$ cat config.mk
export PLATFORM = sky130hd
export DESIGN_NAME = cke_power_state
export DESIGN_NICKNAME = d
export VERILOG_FILES = /design/src/rtl/cke_power_pkg.sv /design/src/rtl/cke_power_state.sv
export VERILOG_INCLUDE_DIRS = /design/src /design/src/rtl
export SDC_FILE = /design/constraint.sdc
export NUM_CORES = 1
export LEC_CHECK = 0
export BUFFER_PORTS_ARGS = -buffer_cell sky130_fd_sc_hd__buf_2
export CAP_MARGIN = 40
export CORE_MARGIN = 1
export CORE_UTILIZATION = 65
export CTS_CLUSTER_SIZE = 12
export DETAILED_ROUTE_END_ITERATION = 10
export HOLD_SLACK_MARGIN = 0.08
export PLACE_DENSITY = 0.86
export SYNTH_ARGS = -nofsm -noshare
export SYNTH_HDL_FRONTEND = slang
export SYNTH_SLANG_ARGS = --single-unit
$ cat constraint.sdc
create_clock -name clock -period 9.57 [get_ports clock]
set_input_delay 2.871 -clock clock [delete_from_list [all_inputs] [get_ports clock]]
set_output_delay 2.871 -clock clock [all_outputs]
set_load 0.005 [all_outputs]
$ cat src/rtl/cke_power_defines.svh
// constants for the clock-enable power state and init block
// assumes inclusion by bare name from the package and the design
`ifndef CKE_POWER_DEFINES_SVH
`define CKE_POWER_DEFINES_SVH

`define CLK_PERIOD_NS     100
`define INIT_WAIT_US      500
`define INIT_WAIT_CYC     ((`INIT_WAIT_US * 1000) / `CLK_PERIOD_NS)
`define TXPR_NCK          5
`define TXS_NCK_DEF       8
`define TXP_NCK_DEF       3
`define TRFC_NCK_DEF      16
`define TMRD_NCK_DEF      4
`define TZQINIT_NCK_DEF   512
`define TDLLK_NCK_DEF     512
`define BURST_NCK_DEF     4
`define CNT_W             16
`define CNT_ZERO          16'h0000
`define BANKS             8

`endif

$ cat src/rtl/cke_power_pkg.sv
// types shared by the clock-enable power state and init block
// assumes the defines header sits beside it
`include "cke_power_defines.svh"
package cke_power_pkg;

  typedef enum logic [2:0] {
    cmd_nop, cmd_act, cmd_rw, cmd_pre, cmd_ref, cmd_mrs, cmd_zqcl, cmd_other
  } cmd_e;

  typedef struct packed {
    logic       cs_n;
    logic       ras_n;
    logic       cas_n;
    logic       we_n;
    logic [2:0] ba;
    logic       a10;
    logic [2:0] bank;
  } cmd_s;

  typedef enum logic [3:0] {
    st_reset, st_wait_cke, st_wait_txpr, st_mr2, st_mr3, st_mr1, st_mr0, st_zq,
    st_zq_wait, st_idle, st_active, st_pd_pre, st_pd_act, st_self_ref
  } state_e;

  typedef struct packed {
    logic ready;
    logic odt_hiz;
    logic self_refresh;
    logic power_down;
    logic active_pd;
    logic all_idle;
    logic proto_error;
  } status_s;

endpackage

$ cat src/rtl/cke_power_state.sv
// clock-enable driven power state tracker and power-up init sequencer
// assumes cke, reset pin, odt and command pins come from the controller
//
// Operation
// - cke judged on previous and current sample
// - power-down entry/exit only with nop/deselect
// - self refresh exit only with nop/deselect
// - banks closed gives precharge, else active power-down
// - self refresh from idle with refresh, cke falling
// - idle needs closed banks, no burst, timers done
// - no internal refresh in power-down
// - odt off in self refresh, ignored by transitions
// - 500 us internal init after reset release
// - odt high impedance until cke first high
// - zqcl then wait tdllk and tzqinit
// - deselect equals nop everywhere
`timescale 1ns/1ps
`include "cke_power_defines.svh"

module cke_power_state #(
  parameter int INIT_WAIT_CYC = `INIT_WAIT_CYC,
  parameter int TXS_NCK       = `TXS_NCK_DEF,
  parameter int TXP_NCK       = `TXP_NCK_DEF,
  parameter int TRFC_NCK      = `TRFC_NCK_DEF,
  parameter int TMRD_NCK      = `TMRD_NCK_DEF,
  parameter int TZQINIT_NCK   = `TZQINIT_NCK_DEF,
  parameter int TDLLK_NCK     = `TDLLK_NCK_DEF,
  parameter int BURST_NCK     = `BURST_NCK_DEF
) (
  input  wire logic                   clock,
  input  wire logic                   reset_n,
  input  wire logic                   mem_reset_n,
  input  wire logic                   cke,
  input  wire logic                   odt,
  input  wire cke_power_pkg::cmd_s    cmd,
  input  wire logic                   a0,
  input  wire logic                   a8,
  output logic                        odt_enable,
  output cke_power_pkg::status_s      status,
  output cke_power_pkg::state_e       state
);
  import cke_power_pkg::*;

  // ************************************************************
  // reset release and input synchronisers
  // ************************************************************
  logic rst_s1_r, rst_s2_r;
  always_ff @(posedge clock or negedge reset_n) begin
    if (!reset_n) begin
      rst_s1_r <= 1'b0;
      rst_s2_r <= 1'b0;
    end else begin
      rst_s1_r <= 1'b1;
      rst_s2_r <= rst_s1_r;
    end
  end
  wire rst_n = rst_s2_r;

  // pins come from outside this clock; two stages before any use
  logic [1:0] mrst_sync_r, cke_sync_r, odt_sync_r;
  cmd_s       cmd_s1_r, cmd_s2_r;
  logic [1:0] a_s1_r, a_s2_r;
  always_ff @(posedge clock or negedge rst_n) begin
    if (!rst_n) begin
      mrst_sync_r <= 2'b00;
      cke_sync_r  <= 2'b00;
      odt_sync_r  <= 2'b00;
      cmd_s1_r    <= '1;
      cmd_s2_r    <= '1;
      a_s1_r      <= 2'b00;
      a_s2_r      <= 2'b00;
    end else begin
      mrst_sync_r <= {mrst_sync_r[0], mem_reset_n};
      cke_sync_r  <= {cke_sync_r[0], cke};
      odt_sync_r  <= {odt_sync_r[0], odt};
      cmd_s1_r    <= cmd;
      cmd_s2_r    <= cmd_s1_r;
      a_s1_r      <= {a8, a0};
      a_s2_r      <= a_s1_r;
    end
  end
  wire mrst_n = mrst_sync_r[1];
  wire cke_n  = cke_sync_r[1];

  // ************************************************************
  // command decode and cke history
  // ************************************************************
  logic cke_prev_r;
  always_ff @(posedge clock or negedge rst_n) begin
    if (!rst_n) cke_prev_r <= 1'b0;
    else        cke_prev_r <= cke_n;
  end

  cmd_e op;
  always_comb begin
    if (cmd_s2_r.cs_n) op = cmd_nop;
    else begin
      case ({cmd_s2_r.ras_n, cmd_s2_r.cas_n, cmd_s2_r.we_n})
        3'b111:  op = cmd_nop;
        3'b011:  op = cmd_act;
        3'b101,
        3'b100:  op = cmd_rw;
        3'b010:  op = cmd_pre;
        3'b001:  op = cmd_ref;
        3'b000:  op = cmd_mrs;
        3'b110:  op = cmd_zqcl;
        default: op = cmd_other;
      endcase
    end
  end
  wire is_nop  = (op == cmd_nop);
  wire is_zqcl = (op == cmd_zqcl) && cmd_s2_r.a10;
  wire cke_fall = cke_prev_r && !cke_n;
  wire cke_rise = !cke_prev_r && cke_n;

  // ************************************************************
  // bank, burst and timing tracking
  // ************************************************************
  logic [`BANKS-1:0] bank_open_r;
  logic [`CNT_W-1:0] busy_r, burst_r, dllk_r;
  wire  all_closed = (bank_open_r == '0);
  wire  banks_idle = all_closed && (burst_r == `CNT_ZERO)
                   && (busy_r == `CNT_ZERO) && cke_n;
  state_e state_r;
  wire  normal = (state_r == st_idle) || (state_r == st_active);

  always_ff @(posedge clock or negedge rst_n) begin
    if (!rst_n) bank_open_r <= '0;
    else if (!mrst_n) bank_open_r <= '0;
    else if (normal && cke_prev_r) begin
      if (op == cmd_act) bank_open_r[cmd_s2_r.bank] <= 1'b1;
      else if (op == cmd_pre && cmd_s2_r.a10) bank_open_r <= '0;
      else if (op == cmd_pre) bank_open_r[cmd_s2_r.bank] <= 1'b0;
    end
  end

  always_ff @(posedge clock or negedge rst_n) begin
    if (!rst_n) burst_r <= `CNT_ZERO;
    else if (normal && cke_prev_r && op == cmd_rw) burst_r <= `CNT_W'(BURST_NCK);
    else if (burst_r != `CNT_ZERO) burst_r <= burst_r - 1'b1;
  end

  // one shared countdown for refresh, mode load and exit timings
  always_ff @(posedge clock or negedge rst_n) begin
    if (!rst_n) busy_r <= `CNT_ZERO;
    else if (!mrst_n) busy_r <= `CNT_W'(INIT_WAIT_CYC);
    else if (state_r == st_self_ref && cke_rise) busy_r <= `CNT_W'(TXS_NCK);
    else if ((state_r == st_pd_pre || state_r == st_pd_act) && cke_rise)
      busy_r <= `CNT_W'(TXP_NCK);
    else if (state_r == st_wait_cke && cke_rise)
      busy_r <= `CNT_W'((TXS_NCK > `TXPR_NCK) ? TXS_NCK : `TXPR_NCK);
    else if (op == cmd_mrs && cke_n) busy_r <= `CNT_W'(TMRD_NCK);
    else if (op == cmd_ref && cke_n && normal) busy_r <= `CNT_W'(TRFC_NCK);
    else if (is_zqcl && state_r == st_zq) busy_r <= `CNT_W'(TZQINIT_NCK);
    else if (busy_r != `CNT_ZERO) busy_r <= busy_r - 1'b1;
  end

  // dll lock countdown armed by the dll-reset mode load
  always_ff @(posedge clock or negedge rst_n) begin
    if (!rst_n) dllk_r <= `CNT_ZERO;
    else if (state_r == st_mr0 && op == cmd_mrs && cmd_s2_r.ba == 3'b000 && a_s2_r[1])
      dllk_r <= `CNT_W'(TDLLK_NCK);
    else if (dllk_r != `CNT_ZERO) dllk_r <= dllk_r - 1'b1;
  end

  // ************************************************************
  // power state and init sequence
  // ************************************************************
  logic proto_err_r;
  logic banks_idle_prev;
  wire  mrs_ok = (op == cmd_mrs) && (busy_r == `CNT_ZERO);
  always_ff @(posedge clock or negedge rst_n) begin
    if (!rst_n) begin
      state_r <= st_reset;
    end else if (!mrst_n) begin
      state_r <= st_reset;
    end else begin
      case (state_r)
        st_reset:    state_r <= st_wait_cke;
        st_wait_cke: if (cke_rise && busy_r == `CNT_ZERO && is_nop)
                       state_r <= st_wait_txpr;
        st_wait_txpr: if (busy_r == `CNT_ZERO) state_r <= st_mr2;
        st_mr2: if (mrs_ok && cmd_s2_r.ba == 3'b010) state_r <= st_mr3;
        st_mr3: if (mrs_ok && cmd_s2_r.ba == 3'b011) state_r <= st_mr1;
        st_mr1: if (mrs_ok && cmd_s2_r.ba == 3'b001 && !a_s2_r[0])
                  state_r <= st_mr0;
        st_mr0: if (mrs_ok && cmd_s2_r.ba == 3'b000 && a_s2_r[1])
                  state_r <= st_zq;
        st_zq:  if (is_zqcl && busy_r == `CNT_ZERO) state_r <= st_zq_wait;
        st_zq_wait: if (busy_r == `CNT_ZERO && dllk_r == `CNT_ZERO)
                      state_r <= st_idle;
        st_idle, st_active: begin
          if (cke_fall && op == cmd_ref && banks_idle_prev)
            state_r <= st_self_ref;
          else if (cke_fall && is_nop)
            state_r <= all_closed ? st_pd_pre : st_pd_act;
          else
            state_r <= all_closed ? st_idle : st_active;
        end
        st_pd_pre: if (cke_rise && is_nop) state_r <= st_idle;
        st_pd_act: if (cke_rise && is_nop) state_r <= st_active;
        st_self_ref: if (cke_rise && is_nop) state_r <= st_idle;
        default: state_r <= st_reset;
      endcase
    end
  end

  // idle judged at the edge before the falling cke, cke itself high then
  always_ff @(posedge clock or negedge rst_n) begin
    if (!rst_n) banks_idle_prev <= 1'b0;
    else        banks_idle_prev <= banks_idle && !is_zqcl;
  end

  // illegal command at a power transition; sticky until memory reset
  always_ff @(posedge clock or negedge rst_n) begin
    if (!rst_n) proto_err_r <= 1'b0;
    else if (!mrst_n) proto_err_r <= 1'b0;
    else if ((normal && cke_fall && !is_nop && op != cmd_ref)
          || ((state_r == st_pd_pre || state_r == st_pd_act
               || state_r == st_self_ref) && cke_rise && !is_nop))
      proto_err_r <= 1'b1;
  end

  // ************************************************************
  // termination and outputs
  // ************************************************************
  logic cke_seen_r;
  always_ff @(posedge clock or negedge rst_n) begin
    if (!rst_n) cke_seen_r <= 1'b0;
    else if (!mrst_n) cke_seen_r <= 1'b0;
    else if (state_r != st_reset && cke_n) cke_seen_r <= 1'b1;
  end

  // odt never steers the power state; it only gates termination
  always_ff @(posedge clock or negedge rst_n) begin
    if (!rst_n) odt_enable <= 1'b0;
    else odt_enable <= cke_seen_r && (state_r != st_self_ref)
                       && odt_sync_r[1];
  end

  always_ff @(posedge clock or negedge rst_n) begin
    if (!rst_n) status <= '0;
    else begin
      status.ready        <= normal;
      status.odt_hiz      <= !(cke_seen_r && state_r != st_self_ref);
      status.self_refresh <= (state_r == st_self_ref);
      // no internal refresh scheduled in either power-down
      status.power_down   <= (state_r == st_pd_pre) || (state_r == st_pd_act);
      status.active_pd    <= (state_r == st_pd_act);
      status.all_idle     <= banks_idle && normal;
      status.proto_error  <= proto_err_r;
    end
  end

  assign state = state_r;

endmodule // cke_power_state

==> run_results.csv <==
group,metric,value,unit
status,status,"finished, final reports clean",
hold_path,min_path_type,"reg2async",
grt,grt_max_degree,65,
worst_setup_path,critPathKind,"reg2out",
sta,hold_viol_final,0,
worst_setup_path,cp_num_buf_inv,1,
finish,drive_gt1_share,16.4,%
floorplanning,rows,31,
finish,diodes,0,
route,highest_layer,"met4",
worst_setup_path,ff2ff_setup_slack,6680,ps
yosys,netlist_area,4900,um2
worst_setup_path,reg2reg_to,"busy_r[1]",
finish,areaGrowthSynthToFinish,8.50,%
worst_setup_path,startpoint_type,"flip-flop",
grt,grt_first_pass_wirelength,15200,um
worst_setup_path,cp-end-kind,"output port",
yosys,synth_edf_count,0,
cts,cts_root_buffer,"clkbuf_8",
sta,period_share,45.3,%
yosys,netlist_instances,478,
sta,max_slew_margin,39.0,%
route,routed_via_density,5.89,
placement,placed_area,5120,um2
sta,rsz0062_at_grt,"false",
yosys,yosysTopAreaCellShare,42.9,%
yosys,syn-num-nets,501,
route,drt_iter0_markers,259,
pwr,peakVddDrop,0.168,mV
job,max_cap_violations,0,
grt,antenna_found_initial,0,
route,dr_wl_met2,4490,um
yosys,yosys-top-cells-count,"dfrtp_1 (84), nor2_1 (61), a21oi_1 (33)",
sta,slew_viol_final,0,
finish,fin_area,5320,um2
sta,tns,0,ps
floorplanning,die_w,88.8,um
placement,place_congestion,0.864,
yosys,synth_seq_cells,106,
cts,cts.path.max_buffers,2,
floorplanning,die-area,7890,um2
grt,grt_use_total,25.6,%
route,num_vias,3557,
cts,cts_hold_buf,0,
sta,period_needed,4330,ps
cts,clk_pin_slew,110,ps
cts,htreeDepth,3,
worst_setup_path,crit_path_max_incr_delay,840,ps
worst_setup_path,cp_num_cells,1,
placement,portBuffers,29,
sta,fmax,231,MHz
sta,whs,304,ps
route,drc_errors,0,
worst_setup_path,cp.required,6700,ps
placement,numPlacedInstances,588,
finish,nNetsFinal,523,
yosys,syn_area_per_cell,10.3,um2
yosys,synthArstFlopShare,100,%
yosys,ys_seq_area_share,54.7,%
worst_setup_path,r2r_cells,6,
yosys,synth-main-ff-cell,"dfrtp_1",
cts,cts_inserted_buffers,9,
route,drt_pass1_iterations,5,
finish,finalNonFillerCells,604,
sta,worstMarginPinSlew,915,ps
floorplanning,start_util,67.6,%
route,antenna_left,0,
pwr,power,1230,uW
grt,grt-ovfl-total,0,
worst_setup_path,critPathTopFamily,"flip-flops",
floorplanning,die_h,88.8,um
pwr,cellPowerDensity,231,nW/um2
sta,setup_viol,0,
route,met1_length,4190,um
floorplanning,pin_count,30,
sta,skew,11.7,ps
yosys,synth_area_leader_cell,"dfrtp_1",
cts,cts_tree,"yes",
placement,dp_hpwl,6530,um
floorplanning,coreArea,7250,um2
pwr,p_leak,0.00228,uW
worst_setup_path,path_cells,"buf_2",
worst_setup_path,arrival,1460,ps
yosys,ys_types,57,
route,route.met3.wl,341,um
route,wl_per_cell,15.2,um
yosys,synth_warnings,0,
worst_setup_path,reg2reg_from,"state[1]",
yosys,yosys-top-cells-area,"dfrtp_1 (43%), dfstp_2 (12%), nor2_1 (4.7%), xnor2_1 (4.5%), a21oi_1 (3.4%)",
yosys,synth.most_common_cell,"dfrtp_1",
cts,post_cts_buffers,0,
route,wl,9210,um
cts,clk_latency,380,ps
grt,grt_pass1_vias,3229,
cts,cts-resized-gates,0,
worst_setup_path,crit_slowest_cell,"dfrtp_1",
cts,cts.sinks,106,
worst_setup_path,cp_max_fo,23,
layout make-up:
| type | instances | area, um2 |
|---|---|---|
| Inverter | 16 | 60.1 |
| Multi-Input combinational cell | 335 | 2080 |
| Clock buffer | 9 | 124 |
| Clock inverter | 7 | 78.8 |
| Tap cell | 99 | 124 |
| Fill cell | 521 | 1930 |
| Sequential cell | 106 | 2680 |
| Timing Repair Buffer | 32 | 168 |
kinds of logic (layout without fill, tap and decap cells):
family,Yosys count,after routing,synth area share (%)
buffers and inverters,37,64,3.01
AOI/OAI and AO/OA,79,79,9.75
other,1,1,0.0765
adders and majority gates,5,5,1.28
DFF,106,106,54.7
xor gates and xnor gates,40,40,7.15
and+or+nand+nor,203,203,22.6
muxes,7,7,1.43
how the worst max path moves through the flow:
stage / endpoint / slack (ps) / startpoint
5_1_grt: state[1] / 5160 / state[1]
2_1_floorplan: state[0] / 6290 / state[0]
3_5_place_dp: state[1] / 5680 / state[1]
3_3_place_gp: state[1] / 5740 / state[1]
4_1_cts: state[1] / 5250 / state[1]
6_report: state[1] / 5240 / state[1]
where the power goes:
group | switching [uW] | internal, uW
Sequential | 106 | 543
Combinational | 162 | 146
Clock | 167 | 105
stage by stage:
stage / worst slack, ps / util (%)
final: 5240 / 73.3
after global routing: 5160 / 73.3
after CTS: 5250 / 73.3
after detailed placement: 5680 / 70.5
after global placement: 5740 / 70.5
after floorplan: 6290 / -
placed cells by master, fill, tap and decap left out, drive strengths merged, types with 6 or more instances in the layout:
master  count
buf        32
or4         8
nand4       6
inv        21
xor2       15
nand2      32
o21ai      19
nand2b      9
clkbuf      9
xnor2      25
mux2i       7
nor2       61
nor4       11
a21oi      33
or3         6
nor4b       8
dfstp      22
nor3       22
nor2b      11
dfrtp      84
sequential cells by signal, indices dropped and copies added, names as in the netlist:
| register | flops |
|---|---|
| proto_err_r | 1 |
| mrst_sync_r | 2 |
| cke_prev_r | 1 |
| rst_s1_r | 1 |
| state | 4 |
| status | 7 |
| banks_idle_prev | 1 |
| cke_sync_r | 2 |
| a_s1_r | 2 |
| odt_enable | 1 |
| a_s2_r | 2 |
| cmd_s2_r | 11 |
| odt_sync_r | 2 |
| dllk_r | 16 |
| rst_n | 1 |
| busy_r | 16 |
| cmd_s1_r | 11 |
| cke_seen_r | 1 |
| burst_r | 16 |
| bank_open_r | 8 |
metal layers:
layer  GRT usage [%]  up-vias
met3            5.41       22
met4            9.53        0
met2            41.1      107
met5               0        -
li1                -     1709
met1            34.6     1719
No activity file was read; power rests on OpenSTA's default activity.
